## src/include/uart_rx_consts.vh

```
`ifndef UART_RX_CONSTS_VH
`define UART_RX_CONSTS_VH

// Register byte offsets
`define OFS_RX_STATUS_CONTROL 8'h00
`define OFS_RX_DATA_BUFFER    8'h04
`define OFS_TX_STATUS_CONTROL 8'h08
`define OFS_BAUD_CONTROL      8'h0C
`define OFS_BAUD_DIVISOR_HIGH 8'h10
`define OFS_BAUD_DIVISOR_LOW  8'h14
`define OFS_IRQ_CONTROL       8'h18

// rx_status_control fields
`define BIT_PORT_ENABLE       7
`define BIT_NINE_BIT_RX       6
`define BIT_SINGLE_RX         5
`define BIT_CONT_RX_ENABLE    4
`define BIT_ADDR_FILTER       3
`define BIT_FRAMING_ERROR     2
`define BIT_OVERRUN           1
`define BIT_RX_NINTH          0

// tx_status_control fields
`define BIT_SYNC_MODE         4
`define BIT_BAUD_HIGH_SPEED   2

// baud_control fields
`define BIT_RX_IDLE           6
`define BIT_BAUD_WIDE         3
`define BIT_WAKE_ENABLE       1

// irq_control fields
`define BIT_RX_IRQ_ENABLE     0
`define BIT_RX_IRQ_PRIORITY   1
`define BIT_GLOBAL_IRQ_ENABLE 2
`define BIT_RX_IRQ_FLAG       7

// Reset values
`define RST_BYTE              8'h00
`define RST_WORD              32'h0000_0000

// Oversampling: last tick of a bit, and tick of mid start bit
`define TICK_LAST             4'hF
`define TICK_MID              4'h7
`define PRESCALE_LAST         2'h3

`endif

```

## src/baud_gen.v

```verilog
`timescale 1ns/1ps
`default_nettype none
module baud_gen
(
	// Clock and reset
	input  wire        mclk,
	input  wire        rst,
	// Control
	input  wire        run,
	input  wire [15:0] divisor,
	input  wire        wide,
	input  wire        high_speed,
	// Oversample enable, sixteen per bit
	output reg         tick
);
`include "uart_rx_consts.vh"

	reg [15:0] cnt_reg;
	reg [1:0]  pre_reg;

	always @(posedge mclk)
	begin
		if (rst || !run)
		begin
			cnt_reg <= 16'h0000;
			pre_reg <= 2'h0;
			tick    <= 1'b0;
		end
		else if (cnt_reg == 16'h0000)
		begin
			cnt_reg <= wide ? divisor : {8'h00, divisor[7:0]};
			// Slow setting with the narrow counter divides a further four
			if (wide || high_speed)
			begin
				tick <= 1'b1;
			end
			else
			begin
				pre_reg <= pre_reg + 2'h1;
				tick    <= (pre_reg == `PRESCALE_LAST);
			end
		end
		else
		begin
			cnt_reg <= cnt_reg - 16'h0001;
			tick    <= 1'b0;
		end
	end
endmodule
`default_nettype wire

```

## src/rx_fifo2.v

```verilog
`timescale 1ns/1ps
`default_nettype none
module rx_fifo2
(
	// Clock and reset
	input  wire       mclk,
	input  wire       rst,
	// Write side
	input  wire       push,
	input  wire [9:0] din,
	// Read side
	input  wire       pop,
	output reg  [9:0] dout,
	output wire       empty,
	output wire       full
);
	reg [9:0] mem [0:1];
	reg       wr_ptr_reg;
	reg       rd_ptr_reg;
	reg [1:0] count_reg;

	assign empty = (count_reg == 2'h0);
	assign full  = (count_reg == 2'h2);

	always @(posedge mclk)
	begin
		if (push && !full)
		begin
			mem[wr_ptr_reg] <= din;
		end
		dout <= mem[rd_ptr_reg];
	end

	always @(posedge mclk)
	begin
		if (rst)
		begin
			wr_ptr_reg <= 1'b0;
			rd_ptr_reg <= 1'b0;
			count_reg  <= 2'h0;
		end
		else
		begin
			if (push && !full)
			begin
				wr_ptr_reg <= ~wr_ptr_reg;
			end
			if (pop && !empty)
			begin
				rd_ptr_reg <= ~rd_ptr_reg;
			end
			if ((push && !full) && !(pop && !empty))
			begin
				count_reg <= count_reg + 2'h1;
			end
			else if (!(push && !full) && (pop && !empty))
			begin
				count_reg <= count_reg - 2'h1;
			end
		end
	end
endmodule
`default_nettype wire

```

## src/uart_rx_addr_detect_wakeup.v

```verilog
// Local design decisions: the register offsets and the AHB-Lite interface to the registers.
`timescale 1ns/1ps
`default_nettype none
module uart_rx_addr_detect_wakeup
(
	// Clock and reset
	input  wire        mclk,
	input  wire        rst,
	// AHB-Lite slave
	input  wire        hsel,
	input  wire [31:0] haddr,
	input  wire [1:0]  htrans,
	input  wire        hwrite,
	input  wire [2:0]  hsize,
	input  wire [31:0] hwdata,
	input  wire        hready,
	output reg  [31:0] hrdata,
	output reg         hreadyout,
	output reg         hresp,
	// Serial line and pin ownership
	input  wire        serial_rx_pin,
	output reg         rx_pin_select,
	// Processor power state
	input  wire        sleep,
	// Interrupt request
	output reg         rx_irq,
	output reg         rx_irq_high_prio
);
`include "uart_rx_consts.vh"

	localparam ST_IDLE  = 2'h0;
	localparam ST_START = 2'h1;
	localparam ST_DATA  = 2'h2;
	localparam ST_STOP  = 2'h3;

	// Address match on word offset
	function is_ofs;
		input [7:0] addr;
		input [7:0] ofs;
		begin
			is_ofs = (addr[7:2] == ofs[7:2]);
		end
	endfunction

	// Software state
	reg        port_enable_reg;
	reg        nine_bit_rx_enable_reg;
	reg        single_rx_reg;
	reg        continuous_rx_enable_reg;
	reg        address_filter_enable_reg;
	reg        sync_mode_reg;
	reg        baud_high_speed_reg;
	reg        baud_wide_counter_reg;
	reg        wake_enable_reg;
	reg [7:0]  baud_divisor_high_reg;
	reg [7:0]  baud_divisor_low_reg;
	reg        rx_irq_enable_reg;
	reg        rx_irq_priority_reg;
	reg        global_irq_enable_reg;

	// Hardware flags
	reg        overrun_flag_reg;
	reg        wake_flag_reg;
	reg        wake_seen_reg;

	// Bus pipeline
	reg        pend_reg;
	reg        pend_write_reg;
	reg [7:0]  pend_addr_reg;

	// Line synchroniser and edge history
	reg        rx_meta_reg;
	reg        rx_sync_reg;
	reg        rx_prev_reg;

	// Receiver
	reg [1:0]  state_reg;
	reg [3:0]  tick_cnt_reg;
	reg [3:0]  bit_cnt_reg;
	reg [8:0]  shift_reg;

	wire       tick;
	wire [9:0] fifo_dout;
	wire       fifo_empty;
	wire       fifo_full;

	wire async_on = port_enable_reg && !sync_mode_reg;
	wire wake_active = wake_enable_reg && async_on;
	wire rx_enable = async_on && continuous_rx_enable_reg && !wake_active
		&& !sleep && !overrun_flag_reg;

	wire fall_edge = rx_prev_reg && !rx_sync_reg;
	wire rise_edge = !rx_prev_reg && rx_sync_reg;

	wire bus_take  = hsel && htrans[1] && hready;
	wire wr_cycle  = pend_reg && pend_write_reg;
	wire rd_data   = pend_reg && !pend_write_reg
		&& is_ofs(pend_addr_reg, `OFS_RX_DATA_BUFFER);

	// Character completion
	wire       char_done  = (state_reg == ST_STOP) && tick && (tick_cnt_reg == `TICK_LAST);
	wire [8:0] char_data  = nine_bit_rx_enable_reg ? shift_reg : {1'b0, shift_reg[8:1]};
	wire [3:0] last_bit   = nine_bit_rx_enable_reg ? 4'h8 : 4'h7;
	wire       discard    = address_filter_enable_reg && nine_bit_rx_enable_reg && !char_data[8];
	// all characters pass the filter when filtering is off; a full FIFO drops them
	wire       fifo_push  = char_done && !discard && !fifo_full;
	wire       fifo_pop   = rd_data;

	// flag is pending data or a wake event
	wire       irq_flag   = !fifo_empty || wake_flag_reg;

	wire [7:0] rx_status_val =
	{
		port_enable_reg,
		nine_bit_rx_enable_reg,
		single_rx_reg,
		continuous_rx_enable_reg,
		address_filter_enable_reg,
		// framing error and ninth bit of the oldest character, and overrun flag
		fifo_dout[9] && !fifo_empty,
		overrun_flag_reg,
		fifo_dout[8] && !fifo_empty
	};

	baud_gen u_baud_gen
	(
		.mclk       (mclk),
		.rst        (rst),
		.run        (rx_enable),
		.divisor    ({baud_divisor_high_reg, baud_divisor_low_reg}),
		.wide       (baud_wide_counter_reg),
		.high_speed (baud_high_speed_reg),
		.tick       (tick)
	);

	rx_fifo2 u_rx_fifo2
	(
		.mclk  (mclk),
		.rst   (rst),
		.push  (fifo_push),
		.din   ({~rx_sync_reg, char_data}),
		.pop   (fifo_pop),
		.dout  (fifo_dout),
		.empty (fifo_empty),
		.full  (fifo_full)
	);

	// Line synchroniser
	always @(posedge mclk)
	begin
		if (rst)
		begin
			rx_meta_reg <= 1'b1;
			rx_sync_reg <= 1'b1;
			rx_prev_reg <= 1'b1;
		end
		else
		begin
			rx_meta_reg <= serial_rx_pin;
			rx_sync_reg <= rx_meta_reg;
			rx_prev_reg <= rx_sync_reg;
		end
	end

	// AHB-Lite slave: one wait state per transfer
	always @(posedge mclk)
	begin
		if (rst)
		begin
			pend_reg       <= 1'b0;
			pend_write_reg <= 1'b0;
			pend_addr_reg  <= `RST_BYTE;
			hreadyout      <= 1'b1;
			hresp          <= 1'b0;
			hrdata         <= `RST_WORD;
		end
		else if (pend_reg)
		begin
			pend_reg  <= 1'b0;
			hreadyout <= 1'b1;
			if (!pend_write_reg)
			begin
				hrdata <= `RST_WORD;
				if (is_ofs(pend_addr_reg, `OFS_RX_STATUS_CONTROL))
				begin
					hrdata[7:0] <= rx_status_val;
				end
				else if (is_ofs(pend_addr_reg, `OFS_RX_DATA_BUFFER))
				begin
					hrdata[7:0] <= fifo_empty ? `RST_BYTE : fifo_dout[7:0];
				end
				else if (is_ofs(pend_addr_reg, `OFS_TX_STATUS_CONTROL))
				begin
					hrdata[`BIT_SYNC_MODE]       <= sync_mode_reg;
					hrdata[`BIT_BAUD_HIGH_SPEED] <= baud_high_speed_reg;
				end
				else if (is_ofs(pend_addr_reg, `OFS_BAUD_CONTROL))
				begin
					hrdata[`BIT_RX_IDLE]     <= (state_reg == ST_IDLE);
					hrdata[`BIT_BAUD_WIDE]   <= baud_wide_counter_reg;
					hrdata[`BIT_WAKE_ENABLE] <= wake_enable_reg;
				end
				else if (is_ofs(pend_addr_reg, `OFS_BAUD_DIVISOR_HIGH))
				begin
					hrdata[7:0] <= baud_divisor_high_reg;
				end
				else if (is_ofs(pend_addr_reg, `OFS_BAUD_DIVISOR_LOW))
				begin
					hrdata[7:0] <= baud_divisor_low_reg;
				end
				else if (is_ofs(pend_addr_reg, `OFS_IRQ_CONTROL))
				begin
					hrdata[`BIT_RX_IRQ_ENABLE]     <= rx_irq_enable_reg;
					hrdata[`BIT_RX_IRQ_PRIORITY]   <= rx_irq_priority_reg;
					hrdata[`BIT_GLOBAL_IRQ_ENABLE] <= global_irq_enable_reg;
					hrdata[`BIT_RX_IRQ_FLAG]       <= irq_flag;
				end
			end
		end
		else if (bus_take)
		begin
			pend_reg       <= 1'b1;
			pend_write_reg <= hwrite;
			pend_addr_reg  <= haddr[7:0];
			hreadyout      <= 1'b0;
		end
	end

	// Software registers and hardware flags
	always @(posedge mclk)
	begin
		if (rst)
		begin
			port_enable_reg           <= 1'b0;
			nine_bit_rx_enable_reg    <= 1'b0;
			single_rx_reg             <= 1'b0;
			continuous_rx_enable_reg  <= 1'b0;
			address_filter_enable_reg <= 1'b0;
			sync_mode_reg             <= 1'b0;
			baud_high_speed_reg       <= 1'b0;
			baud_wide_counter_reg     <= 1'b0;
			wake_enable_reg           <= 1'b0;
			baud_divisor_high_reg     <= `RST_BYTE;
			baud_divisor_low_reg      <= `RST_BYTE;
			rx_irq_enable_reg         <= 1'b0;
			rx_irq_priority_reg       <= 1'b0;
			global_irq_enable_reg     <= 1'b0;
			overrun_flag_reg          <= 1'b0;
			wake_flag_reg             <= 1'b0;
			wake_seen_reg             <= 1'b0;
		end
		else
		begin
			if (wr_cycle && is_ofs(pend_addr_reg, `OFS_RX_STATUS_CONTROL))
			begin
				port_enable_reg           <= hwdata[`BIT_PORT_ENABLE];
				nine_bit_rx_enable_reg    <= hwdata[`BIT_NINE_BIT_RX];
				single_rx_reg             <= hwdata[`BIT_SINGLE_RX];
				continuous_rx_enable_reg  <= hwdata[`BIT_CONT_RX_ENABLE];
				address_filter_enable_reg <= hwdata[`BIT_ADDR_FILTER];
			end
			if (wr_cycle && is_ofs(pend_addr_reg, `OFS_TX_STATUS_CONTROL))
			begin
				sync_mode_reg       <= hwdata[`BIT_SYNC_MODE];
				baud_high_speed_reg <= hwdata[`BIT_BAUD_HIGH_SPEED];
			end
			if (wr_cycle && is_ofs(pend_addr_reg, `OFS_BAUD_DIVISOR_HIGH))
			begin
				baud_divisor_high_reg <= hwdata[7:0];
			end
			if (wr_cycle && is_ofs(pend_addr_reg, `OFS_BAUD_DIVISOR_LOW))
			begin
				baud_divisor_low_reg <= hwdata[7:0];
			end
			if (wr_cycle && is_ofs(pend_addr_reg, `OFS_IRQ_CONTROL))
			begin
				rx_irq_enable_reg     <= hwdata[`BIT_RX_IRQ_ENABLE];
				rx_irq_priority_reg   <= hwdata[`BIT_RX_IRQ_PRIORITY];
				global_irq_enable_reg <= hwdata[`BIT_GLOBAL_IRQ_ENABLE];
			end

			// Wake enable: software write, hardware clear wins
			if (wr_cycle && is_ofs(pend_addr_reg, `OFS_BAUD_CONTROL))
			begin
				baud_wide_counter_reg <= hwdata[`BIT_BAUD_WIDE];
				wake_enable_reg       <= hwdata[`BIT_WAKE_ENABLE];
			end
			if (!wake_active)
			begin
				wake_seen_reg <= 1'b0;
			end
			// falling edge is the wake event
			else if (!wake_seen_reg && fall_edge)
			begin
				wake_seen_reg <= 1'b1;
			end
			else if (wake_seen_reg && rise_edge)
			begin
				wake_seen_reg   <= 1'b0;
				wake_enable_reg <= 1'b0;
			end

			if (rd_data)
			begin
				wake_flag_reg <= 1'b0;
			end
			// wake event sets flag, set wins
			if (wake_active && !wake_seen_reg && fall_edge)
			begin
				wake_flag_reg <= 1'b1;
			end

			if (!continuous_rx_enable_reg)
			begin
				overrun_flag_reg <= 1'b0;
			end
			else if (char_done && !discard && fifo_full)
			begin
				overrun_flag_reg <= 1'b1;
			end
		end
	end

	// Receive sequencer on oversample ticks
	always @(posedge mclk)
	begin
		if (rst || !rx_enable)
		begin
			state_reg    <= ST_IDLE;
			tick_cnt_reg <= 4'h0;
			bit_cnt_reg  <= 4'h0;
			shift_reg    <= 9'h000;
		end
		else if (tick)
		begin
			case (state_reg)
				ST_IDLE:
				begin
					tick_cnt_reg <= 4'h0;
					if (!rx_sync_reg)
					begin
						state_reg <= ST_START;
					end
				end
				ST_START:
				begin
					tick_cnt_reg <= tick_cnt_reg + 4'h1;
					if (tick_cnt_reg == `TICK_MID)
					begin
						tick_cnt_reg <= 4'h0;
						bit_cnt_reg  <= 4'h0;
						// Glitch rejection on start bit
						state_reg    <= rx_sync_reg ? ST_IDLE : ST_DATA;
					end
				end
				ST_DATA:
				begin
					tick_cnt_reg <= tick_cnt_reg + 4'h1;
					if (tick_cnt_reg == `TICK_LAST)
					begin
						// LSB first, up to nine bits
						shift_reg   <= {rx_sync_reg, shift_reg[8:1]};
						bit_cnt_reg <= bit_cnt_reg + 4'h1;
						if (bit_cnt_reg == last_bit)
						begin
							state_reg <= ST_STOP;
						end
					end
				end
				ST_STOP:
				begin
					tick_cnt_reg <= tick_cnt_reg + 4'h1;
					// low stop sample is a framing error
					if (tick_cnt_reg == `TICK_LAST)
					begin
						state_reg <= ST_IDLE;
					end
				end
				default:
				begin
					state_reg <= ST_IDLE;
				end
			endcase
		end
	end

	// Registered outputs
	always @(posedge mclk)
	begin
		if (rst)
		begin
			rx_pin_select    <= 1'b0;
			rx_irq           <= 1'b0;
			rx_irq_high_prio <= 1'b0;
		end
		else
		begin
			rx_pin_select    <= async_on;
			rx_irq           <= irq_flag && rx_irq_enable_reg && global_irq_enable_reg;
			rx_irq_high_prio <= irq_flag && rx_irq_enable_reg && global_irq_enable_reg
				&& rx_irq_priority_reg;
		end
	end
endmodule
`default_nettype wire

```

## config.mk

```make
export PLATFORM = sky130hd
export DESIGN_NAME = uart_rx_addr_detect_wakeup
export DESIGN_NICKNAME = d
export VERILOG_FILES = /design/src/baud_gen.v /design/src/rx_fifo2.v /design/src/uart_rx_addr_detect_wakeup.v
export VERILOG_INCLUDE_DIRS = /design/src /design/src/include
export SDC_FILE = /design/constraint.sdc
export NUM_CORES = 1
export LEC_CHECK = 0
export BUFFER_PORTS_ARGS = -buffer_cell sky130_fd_sc_hd__buf_4
export CORE_UTILIZATION = 55
export DETAILED_ROUTE_END_ITERATION = 10
export HOLD_SLACK_MARGIN = 0.02
export PLACE_DENSITY = 0.8
export SLEW_MARGIN = 20
export SYNTH_ARGS = -nofsm -noshare
export SYNTH_HDL_FRONTEND = slang
export SYNTH_SLANG_ARGS = --single-unit
```

## constraint.sdc

```tcl
create_clock -name mclk -period 4.55 [get_ports mclk]
set_input_delay 0.2275 -clock mclk [delete_from_list [all_inputs] [get_ports mclk]]
set_output_delay 0.2275 -clock mclk [all_outputs]
set_load 0.03 [all_outputs]
```

After elaboration in Yosys (flattened, before gate mapping) --
Memory sizes are Yosys's and may differ from the RTL's. A register that Yosys moved wholly into a read port is not among the register bits. Cells that the tools add are included.
Storage, ports and cells: output and inout bits 37, memories kept 1, RAM bits 20, word-level logic and storage cells 200, register bits after elaboration 98
Cells by class: eq/ne operators 19, bitwise gates (word level) 9, $add $sub $neg 6, muxes and demuxes 51, reduce and logical (&&, ||, !) cells 76
Memory list:
- u_rx_fifo2.mem | depth 2, width 10, read ports 1, clocked after memory_dff 1, write ports 1, line rx_fifo2.v:17 | reg [9:0] mem [0:1];
Operator list (count):
- 1-bit logical AND | 39
- 16-bit 2-to-1 mux | 2
- 8-bit 2-to-1 mux | 4
- 1-bit 2-to-1 mux | 23
- 2-bit 2-to-1 mux | 10
- 4-bit 2-to-1 mux | 5
- 6-bit by 3-bit == test with 1-bit output, second input constant | 3
- 16-bit logical NOT | 1
- 16-bit by 1-bit subtractor with 16-bit output, second input constant | 1
- 1-bit logical NOT | 15
- 6-bit by 2-bit == test with 1-bit output, second input constant | 2
- 4-bit one-hot mux with 3 select lines | 1
- 2-bit OR reduction | 5
- 3-bit 2-to-1 mux | 3
- 9-bit 2-to-1 mux | 1
- 1-bit inverter | 9
- 4-bit by 1-bit adder with 4-bit output, second input constant | 2
- 2-bit == test, second input constant | 4
- 2-bit != test, second input constant | 4
- 2-bit one-hot mux with 4 select lines | 1
- 4-bit one-hot mux with 2 select lines | 1
- 2-bit nonzero test | 4
- 6-bit by 1-bit == test with 1-bit output, second input constant | 1
- 6-bit logical NOT | 1
- 13 further kinds | 19

Logic depth before layout (Yosys ltp) --
Gate-level depths: netlist of run 1.
depth in word-level cells 11, mapped depth 8, depth with buffers taken out 8

Hierarchy --
Synthesis of run 1 repeated with hierarchy kept, for this count alone.
Second synthesis, totals: cell total of the unflattened synthesis 596, area, all modules 5825.6 um^2
By module, submodules not included:
- uart_rx_addr_detect_wakeup | seq. area each 1461.4 um^2, cells each 407, area an instance 3637.2 um^2, instances 1
- rx_fifo2 | seq. area each 880.8 um^2, cells each 64, area an instance 1112.3 um^2, instances 1
- baud_gen | seq. area each 380.4 um^2, cells each 125, area an instance 1076.0 um^2, instances 1

Least setup slack after synthesis of run 1 --
OpenSTA, ideal clock, no wires.
path kind register -> register, start register pend_addr_reg[4], end register u_rx_fifo2.count_reg[1], library setup time 0.071 ns, period minus slack after synthesis 2.247 ns, required time 4.479 ns, slack 2.303 ns, cell stages (with the launch flop) 8, arrival 2.176 ns, path through dfxtp_1 -> or4_1 -> clkbuf_1 -> nor3_2 -> nand2_1 -> ha_1 -> or3_1 -> a21oi_1
On the way: longest elaborated chain between the ends 6
RTL lines:
- start: declaration | line uart_rx_addr_detect_wakeup.v:69 | reg [7:0] pend_addr_reg;
- start signal: assignment | line uart_rx_addr_detect_wakeup.v:172 | pend_addr_reg <= `RST_BYTE;
- start signal: assignment | line uart_rx_addr_detect_wakeup.v:224 | pend_addr_reg <= haddr[7:0];
- 6-bit by 1-bit == test with 1-bit output (*) | line uart_rx_addr_detect_wakeup.v:41 | is_ofs = (addr[7:2] == ofs[7:2]);
- 1-bit logical AND (*) | line uart_rx_addr_detect_wakeup.v:97 | wire rd_data = pend_reg && !pend_write_reg
- 1-bit logical AND (*) | line rx_fifo2.v:52, rx_fifo2.v:56
- 1-bit logical NOT | line rx_fifo2.v:52 | if ((push && !full) && !(pop && !empty))
- 1-bit logical AND | line rx_fifo2.v:52
- 2-bit 2-to-1 mux / 2-bit nonzero test (equally long branches)
- end signal: assignment | line rx_fifo2.v:54 | count_reg <= count_reg + 2'h1;
- end signal: assignment | line rx_fifo2.v:58 | count_reg <= count_reg - 2'h1;
- end: declaration | line rx_fifo2.v:20 | reg [1:0] count_reg;
Mark *: on every way between the ends. The rest lies on a longest branch, timed or not. A chain may end at the register's enable or synchronous reset.

Final worst setup path of run 1 --
Ends and elaborated chain as after synthesis.

==> summary.md, run 1 <==
| Metric | Value |
|---|---|
| Status | completed |
| Routed Antenna Nets | 0 |
| Synthesized area per cell | 9.617 um^2 |
| Post-CTS sizing | 0 |
| Die Height | 103.0 um |
| Leak | 2.457 nW |
| Final setup fails | 0 |
| Internal Power | 2.002 mW |
| Share of cells above drive strength 1 | 15.21% |
| Ant. Diodes | 0 |
| Hold_ws | 0.1915 ns |
| Post-DP HPWL | 8.016 mm |
| Final core occ | 66.58% |
| Max Cap Viol | 0 |
| H-tree depth | 4 |
| Number of port buffers | 33 |
| Fin nets | 702 |
| Die ar. | 10600 um^2 |
| Synth unique cells | 62 |
| Asr flop ratio synth | 0% |
| Clk sinks | 126 |
| Initial antenna violation count | 0 |
| Hold Path Class | in2reg |
| Switching pwr | 527.5 uW |
| Synth warn | 0 |
| Vias in the first global route | 4094 |
| Fraction of power consumed by sequential logic | 45.3% |
| F_max | 388.3 MHz |
| Commonest non-fill, non-tap cell in the layout | dfxtp_1 |
| Final cell count without fillers | 764 |
| Drt first pass iters | 5 |
| Setup TNS Final | 0 ns |
| Crit path time final | 2.575 ns |
| WL final | 12.21 mm |
| Die W | 103.0 um |
| Slew @ Worst Pin | 0.9112 ns |
| Drt drc | 0 |
| Slew margin rel. | 39.13% |
| Area Overhead vs Synth | 16.60% |
| Synthesized area | 5607 um^2 |
| Slew Viols, Final | 0 |
| Clock Path Buffers | 2 |
| Clock Pin Slew Worst Setup and Hold Paths | 0.06 ns |
| Gate Count Post-Synth | 583 |
| Vias | 4298 |
| EDFF count, synth | 20 |
| Main synth FF type | dfxtp_1 |
| Core Area | 9819 um^2 |
| Global-route wire length before repair | 19.45 mm |
| Worst Clk Skew | 0.006627 ns |
| Starting Density | 57.10% |
| Initial drt markers | 205 |
| VDD IR-drop max | 0.1861 mV |
| WL/cell | 15.98 um |
| Seq/Total Area, Yosys | 48.56% |
| Worst Setup Path Type | reg2reg |
| Number of vias per cell | 5.626 |
| Critical path data arrival time | 3.03 ns |
| Clk pwr share | 50.4% |
| CTS tree | yes |
| Synthesized flop and latch total | 126 |
| Placement Cell Area | 5812 um^2 |
| Register-to-register setup slack | 1.97 ns |
| CTS buffer count | 17 |
| Most frequent cells in the layout | dfxtp_1 (106), nor2_1 (78), nand2_1 (45) |
| Row count | 36 |
| Crit path capture type | register |
| Largest net degree at the start of global routing | 59 |
| CTS Root Cell | clkbuf_8 |
| Worst Path Required | 5.00 ns |
| Power per standard cell area | 386.9 nW/um^2 |
| Final cycle utilization of the critical path | 56.60% |
| RSZ-0062 raised after global routing | no |
| Crit Path Max Fanout | 7 |
| Largest register FFs | 20 |
| DP Cell Count | 718 |
| Top Ports | 113 |
| Sw frac | 20.86% |
| GP Congestion | 0.8302 |
| Finished Cell Area | 6538 um^2 |
| Total gr overflow | 0 |
| Clock latency at the later pin of the worst-skew pair | 0.52 ns |
| Crit path launch type | register |
| Part of the power in combinational logic | 4.3% |
| GRT Total Usage | 24.55% |
| Final hold vios | 0 |
-- layout make-up --
| cell class | instances | area, um^2 |
|---|---|---|
| Inverter | 9 | 33.78 |
| Clock inverter | 6 | 85.08 |
| Sequential cell | 126 | 2723 |
| Multi-Input combinational cell | 415 | 2626 |
| Tap cell | 133 | 166.4 |
| Clock buffer | 24 | 480.5 |
| Timing Repair Buffer | 51 | 422.9 |
| Fill cell | 723 | 3282 |
-- stage by stage --
| step | setup WS (ns) | power [mW] |
|---|---|---|
| 2_1_floorplan | 2.303 | 1.248 |
| 3_3_place_gp | 2.070 | 1.261 |
| 3_5_place_dp | 1.997 | 1.263 |
| 4_1_cts | 1.978 | 2.543 |
| 5_1_grt | 1.794 | 2.602 |
| 6_report | 1.975 | 2.529 |
-- worst paths after layout --
| check | start | cells past startpoint | to |
|---|---|---|---|
| hold reg to reg | rx_meta_reg | 1 | rx_sync_reg |
| setup / recovery | pend_addr_reg[4] | 6 | u_rx_fifo2.count_reg[1] |
| setup reg to reg | pend_addr_reg[4] | 6 | u_rx_fifo2.count_reg[1] |
| hold / removal | rst | 2 | pend_addr_reg[6] |
-- layer usage --
metal  up-vias  wire length (um)  track usage, %
met2       120              6025           42.31
met3        30               539           6.102
li1       2081                 -               -
met1      2067              5337           28.82
met5         -                 0               0
met4         0               306           11.27
-- worst max-delay path: stages, from the launching register on --
cell and delay [ns]:
dfxtp_1 0.37, or4_1 0.69, nor3_2 0.44, nand2_1 0.16, ha_1 0.34, or3_1 0.37
a21oi_1 0.14
-- power groups by stage --
stage	clock network (mW)	logic, mW	registers (mW)
2_1_floorplan	0	0.0813	1.17
3_3_place_gp	0	0.0936	1.17
3_5_place_dp	0	0.0954	1.17
4_1_cts	1.29	0.107	1.14
5_1_grt	1.34	0.118	1.15
6_report	1.28	0.109	1.15
-- logic make-up (layout without fill, tap and decap cells) --
| kind of cell | Yosys count | in the layout | share of synthesized area [%] |
|---|---|---|---|
| compound gates | 92 | 92 | 10.73 |
| xor+xnor | 20 | 20 | 3.124 |
| fa+ha+maj | 6 | 6 | 1.339 |
| buf+inv | 66 | 90 | 6.293 |
| flops | 126 | 126 | 48.56 |
| mux | 60 | 60 | 11.14 |
| other cells | 1 | 25 | 0.06689 |
| simple gates | 212 | 212 | 18.75 |
-- synthesized netlist by cell type (2+ instances only) --
cell type	n	area share, %
nor2_1	78	5.2
nand2b_1	7	0.78
nand3b_1	4	0.54
buf_1	3	0.20
or4_1	2	0.27
a21oi_1	30	2.7
clkbuf_1	27	1.8
ha_1	6	1.3
nand2_1	45	3.0
o21ai_0	16	1.4
a211oi_1	16	2.1
or2_2	4	0.45
a21o_1	2	0.27
and2_1	4	0.45
mux2i_1	41	7.3
mux2_2	19	3.8
inv_1	9	0.60
xnor2_1	9	1.4
nand3_1	10	0.89
a32oi_1	2	0.31
dfxtp_1	106	38
and3b_1	2	0.31
a221oi_1	5	0.78
a22oi_1	2	0.27
nor3b_1	2	0.27
buf_4	26	3.5
edfxtp_1	20	11
o22ai_1	2	0.22
nor3_2	2	0.36
nor4_1	5	0.56
o2bb2ai_1	2	0.31
nand4_1	2	0.22
and3_1	3	0.33
o21a_1	3	0.40
nor2b_1	6	0.67
or3_1	3	0.33
xor2_1	11	1.7
nor3_1	23	2.1
-- repair_timing --
item | CTS | global route
setup endpoints to repair | 0 | 0
hold buffers | 16 | 0
hold endpoints to repair | 33 | 0
setup buffers | 0 | 0
Note: power is estimated with default switching activity, not from simulation.
==> run 2, diff against run 1 <==
--- a/config.mk
+++ b/config.mk
@@ -7,10 +7,10 @@
 export NUM_CORES = 1
 export LEC_CHECK = 0
 export BUFFER_PORTS_ARGS = -buffer_cell sky130_fd_sc_hd__buf_4
-export CORE_UTILIZATION = 55
+export CORE_UTILIZATION = 50
 export DETAILED_ROUTE_END_ITERATION = 10
 export HOLD_SLACK_MARGIN = 0.02
-export PLACE_DENSITY = 0.8
+export PLACE_DENSITY = 0.77
 export SLEW_MARGIN = 20
 export SYNTH_ARGS = -nofsm -noshare
 export SYNTH_HDL_FRONTEND = slang
==> constraint.sdc (replaced) <==
create_clock -name mclk -period 2.2 [get_ports mclk]
set_input_delay 0.11 -clock mclk [delete_from_list [all_inputs] [get_ports mclk]]
set_output_delay 0.11 -clock mclk [all_outputs]
set_load 0.03 [all_outputs]
==> run 2 against run 1 <==
Net effect:
- cell count rose by 4.8%
- combinational power is 130% higher
- via count up 3.7%
- routed wire length rose by 5.2%
- sequential power increased by 110%
- critical path depth stayed put
- flip-flop and latch count unchanged
- clock power rose by 98%
- non-clock buffer count increased by 28
- die area rose by 9.8%
- utilization is 4.5 points lower
- count of clock-buffer cells in the layout unchanged
- critical endpoint unchanged
==> summary.md, run 2 (synthesis results as in run 1) <==
| Metric | Value |
|---|---|
| Status | completed |
| CTS Root Cell | clkbuf_8 |
| Clk pwr share | 49.2% |
| Die ar. | 11640 um^2 |
| Starting Density | 51.49% |
| Core Area | 10890 um^2 |
| Initial antenna violation count | 0 |
| Worst path bufs/invs | 0 |
| H-tree depth | 4 |
| Area Overhead vs Synth | 20.49% |
| Slew margin rel. | 63.75% |
| WL/cell | 16.04 um |
| Postcts setup bufs | 0 |
| CTS tree | yes |
| Clock Path Buffers | 2 |
| Row count | 38 |
| Number of port buffers | 33 |
| Switching pwr | 1.159 mW |
| Slew @ Worst Pin | 0.5396 ns |
| Hold_ws | 0.1722 ns |
| CP cell instances | or4_1, nor3_2, nand2_1, ha_1, or3_1, a21oi_1 |
| Crit path time final | 2.155 ns |
| Clock Pin Slew Worst Setup and Hold Paths | 0.06 ns |
| Max Cap Viol | 0 |
| Drt first pass iters | 5 |
| CTS buffer count | 17 |
| Fillcell total | 847 |
| Placement Cell Area | 5988 um^2 |
| Leak | 2.591 nW |
| Initial drt markers | 341 |
| Total gr overflow | 0 |
| Internal Power | 3.979 mW |
| Commonest non-fill, non-tap cell in the layout | dfxtp_1 |
| Setup TNS Final | 0 ns |
| Share of cells above drive strength 1 | 18.46% |
| Part of the power in combinational logic | 4.9% |
| VDD IR-drop max | 0.5664 mV |
| Routed Antenna Nets | 0 |
| Number of vias per cell | 5.566 |
| Sw frac | 22.56% |
| Place WS | 0.09728 ns |
| Hold Path Class | in2reg |
| RSZ-0062 raised after global routing | no |
| Clock latency at the later pin of the worst-skew pair | 0.52 ns |
| Multi-input logic area | 2631 um^2 |
| Worst Clk Skew | 0.007447 ns |
| Top Ports | 113 |
| Final hold vios | 0 |
| Final cell count without fillers | 801 |
| Final setup fails | 0 |
| Clk sinks | 126 |
| Die W | 107.9 um |
| Vias in the first global route | 4382 |
| Die Height | 107.9 um |
| Worst Path Required | 2.65 ns |
| Drt drc | 0 |
| Vias | 4458 |
| CP peak stage delay | 0.57 ns |
| Critical path data arrival time | 2.60 ns |
| Most frequent cells in the layout | dfxtp_1 (106), nor2_1 (78), buf_4 (58) |
| Crit path launch type | register |
| Largest net degree at the start of global routing | 37 |
| Ant. Diodes | 0 |
| F_max | 464.0 MHz |
| Final cycle utilization of the critical path | 97.97% |
| Finished Cell Area | 6755 um^2 |
| Worst Setup Path Type | reg2reg |
| Fraction of power consumed by sequential logic | 45.9% |
| CP max-delay cell | or4_1 |
| GRT Total Usage | 23.65% |
| Register-to-register setup slack | 0.04 ns |
| Power per standard cell area | 760.7 nW/um^2 |
| Slew Viols, Final | 0 |
| GP Congestion | 0.8898 |
| Post-DP HPWL | 8.821 mm |
| Crit Path Max Fanout | 5 |
| Total Power | 5.139 mW |
| Crit path capture type | register |
| Final Worst Setup Slack | 0.04473 ns |
| Largest register FFs | 20 |
| Fin nets | 730 |
| Global-route wire length before repair | 20.87 mm |
| Register area | 2723 um^2 |
| WL final | 12.85 mm |
| DP Cell Count | 748 |
| Final core occ | 62.04% |
| Top Family by Delay on Critical Path | simple AND/OR/NAND/NOR gates |
-- run 2: final timing paths --
check / start / to / cells after the start
max reg2reg: pend_addr_reg[5] / u_rx_fifo2.count_reg[1] / 6
min reg2reg: rx_meta_reg / rx_sync_reg / 1
max: pend_addr_reg[5] / u_rx_fifo2.count_reg[1] / 6
min: sleep / u_baud_gen.cnt_reg[10] / 5
-- run 2: timing repair --
action / in CTS / in global routing
endpoints found under the hold margin: 39 / 0
hold buffers: 21 / 0
resized for setup: 0 / 2
endpoints found under the setup margin: 0 / 11
-- run 2: cell type report --
cell class,count,share of cell area (%)
Clock buffer,24,7.279
Clock inverter,8,0.8150
Inverter,9,0.5001
Multi-Input combinational cell,415,38.95
Sequential cell,126,40.30
Tap cell,140,2.593
Timing Repair Buffer,79,9.557
-- run 2: power by group through the flow --
stage	clock [mW]	sequential [mW]	combinational, mW
after floorplan	0	2.41	0.169
after global placement	0	2.41	0.217
after detailed placement	0	2.41	0.221
after CTS	2.54	2.36	0.249
after global routing	2.65	2.36	0.271
final	2.53	2.36	0.253
-- run 2: worst register-to-register path: cells and delay by family (launching register included) --
family,cells,cell delay [ns]
flip-flops,1,0.35
AND/OR/NAND/NOR,4,1.24
adder cells (fa/ha/maj),1,0.33
AO/OA/AOI/OAI,1,0.16
-- run 2: per-layer routing --
| metal | up-vias | routed length, um | global-route usage (%) |
|---|---|---|---|
| met5 | - | 0 | 0 |
| met1 | 2140 | 5583 | 27.62 |
| met4 | 0 | 454 | 11.94 |
| li1 | 2136 | - | - |
| met3 | 34 | 596 | 5.993 |
| met2 | 148 | 6213 | 39.97 |
==> run 3, diff against run 2 <==
--- a/config.mk
+++ b/config.mk
@@ -8,6 +8,7 @@
 export LEC_CHECK = 0
 export BUFFER_PORTS_ARGS = -buffer_cell sky130_fd_sc_hd__buf_4
 export CORE_UTILIZATION = 50
+export CTS_BUF_LIST = sky130_fd_sc_hd__clkbuf_16
 export DETAILED_ROUTE_END_ITERATION = 10
 export HOLD_SLACK_MARGIN = 0.02
 export PLACE_DENSITY = 0.77
==> run 3 against run 2 <==
Net effect:
- sequential share of layout area increased by 0.41 points
- critical path depth is the same
- non-clock buffer count is 5 lower
- clock skew rose by 0.00055 ns
- clock power down 3%
- sequential power about the same
- routed wire length shrank 1.0%
- flip-flop and latch count did not move
- first-iteration DRC count shrank 3.8%
- via count fell by 0.52%
- design area down 1.0%
- count of clock-buffer cells in the layout is 6 lower
==> summary.md, run 3 (synthesis results as in run 1) <==
| Metric | Value |
|---|---|
| DP Cell Count | 748 |
| Total Power | 5.065 mW |
| WHS Path Cells | 2 |
| Final cycle utilization of the critical path | 97.46% |
| Register area | 2723 um^2 |
| Slew Viols, Final | 0 |
| Final Worst Setup Slack | 0.05578 ns |
| Crit Path Max Fanout | 5 |
| Initial antenna violation count | 0 |
| Ant. Diodes | 0 |
| Routed Antenna Nets | 0 |
| Slew @ Worst Pin | 0.5391 ns |
| Core Area | 10890 um^2 |
| Crit path launch type | register |
| Hold Path Class | in2reg |
| Largest net degree at the start of global routing | 37 |
| Most frequent cells in the layout | dfxtp_1 (106), nor2_1 (78), buf_4 (58) |
| CTS buffer count | 17 |
| Crit path capture type | register |
| Slew margin rel. | 63.87% |
| Clock Pin Slew Worst Setup and Hold Paths | 0.06 ns |
| WL/cell | 15.98 um |
| Row count | 38 |
| Clock Path Buffers | 2 |
| Leak | 2.561 nW |
| Fillcell total | 857 |
| Number of vias per cell | 5.572 |
| Hold_ws | 0.04071 ns |
| Max Cap Viol | 0 |
| Clk sinks | 126 |
| WL final | 12.72 mm |
| Min-delay src | rst |
| Vias in the first global route | 4274 |
| Area Overhead vs Synth | 19.26% |
| Power per standard cell area | 757.5 nW/um^2 |
| Postcts setup bufs | 0 |
| Worst r2r path cells | 6 |
| Place WS | 0.09728 ns |
| Critical R2R Launch | pend_addr_reg[5] |
| Drt drc | 0 |
| Final cell count without fillers | 796 |
| Drt first pass iters | 5 |
| Share of cells above drive strength 1 | 18.14% |
| Top Ports | 113 |
| Status | completed |
| Fin nets | 725 |
| GP Congestion | 0.8898 |
| Vias | 4435 |
| Setup TNS Final | 0 ns |
| Largest register FFs | 20 |
| Worst Clk Skew | 0.007993 ns |
| Multi-input logic area | 2631 um^2 |
| CTS Root Cell | clkbuf_16 |
| Starting Density | 51.49% |
| Commonest non-fill, non-tap cell in the layout | dfxtp_1 |
| Total gr overflow | 0 |
| Final setup fails | 0 |
| RSZ-0062 raised after global routing | no |
| Initial drt markers | 328 |
| Final hold vios | 0 |
| Worst Setup Path Type | reg2reg |
| H-tree depth | 4 |
| Die W | 107.9 um |
| Clock latency at the later pin of the worst-skew pair | 0.41 ns |
| GRT Total Usage | 23.22% |
| CTS tree | yes |
| Post-DP HPWL | 8.821 mm |
| Crit path time final | 2.144 ns |
| Die Height | 107.9 um |
| Number of port buffers | 33 |
| Die ar. | 11640 um^2 |
| F_max | 466.4 MHz |
| Global-route wire length before repair | 20.53 mm |
| Worst Setup SP | pend_addr_reg[5] |
| VDD IR-drop max | 0.5703 mV |
| Critical path data arrival time | 2.48 ns |
| Worst Path Required | 2.54 ns |
[run 3: metrics by stage]
| stage | utilization (%) | cell area (um^2) |
|---|---|---|
| detailed placement | 55.00 | 5988 |
| finish | 61.41 | 6686 |
| global placement | 55.00 | 5988 |
| global route | 61.41 | 6686 |
| floorplan | - | 5698 |
| CTS | 61.32 | 6676 |
[run 3: metal layers]
layer	share of wire [%]	GRT usage [%]	routed length, um
met1	43	27.69	5490
met2	49	38.83	6169
met3	4.9	6.174	624
met4	3.4	10.67	433
met5	0	0	0
[run 3: critical path, stage by stage, from the launching register on]
cell and delay, ns:
dfxtp_1 0.35, or4_1 0.57, nor3_2 0.17, nand2_1 0.13, ha_1 0.33, or3_1 0.36
a21oi_1 0.16
[run 3: area by class of cell]
class | instances | share of cell area [%]
clock buffer | 18 | 6.737
clock inverter | 14 | 1.160
inverter | 9 | 0.5052
multi-input combinational | 415 | 39.35
sequential | 126 | 40.72
tap | 140 | 2.620
timing repair buffer | 74 | 8.907
[run 3: worst paths after layout]
kind | endpoint | slack, ns
min reg2reg | rx_sync_reg | 0.42
min | pend_addr_reg[3] | 0.04
max | u_rx_fifo2.count_reg[1] | 0.06
max reg2reg | u_rx_fifo2.count_reg[1] | 0.06
[run 3: what timing repair did]
| item | CTS | global route |
|---|---|---|
| hold endpoints to repair | 34 | 0 |
| hold buffers | 16 | 0 |
| resized for setup | 0 | 2 |
| endpoints found under the setup margin | 0 | 11 |
[run 3: power breakdown]
part	leakage [nW]	switching [mW]	internal, mW
combinational	1.30	0.157	0.0905
clock	0.259	0.984	1.47
sequential	0.998	0.0120	2.35
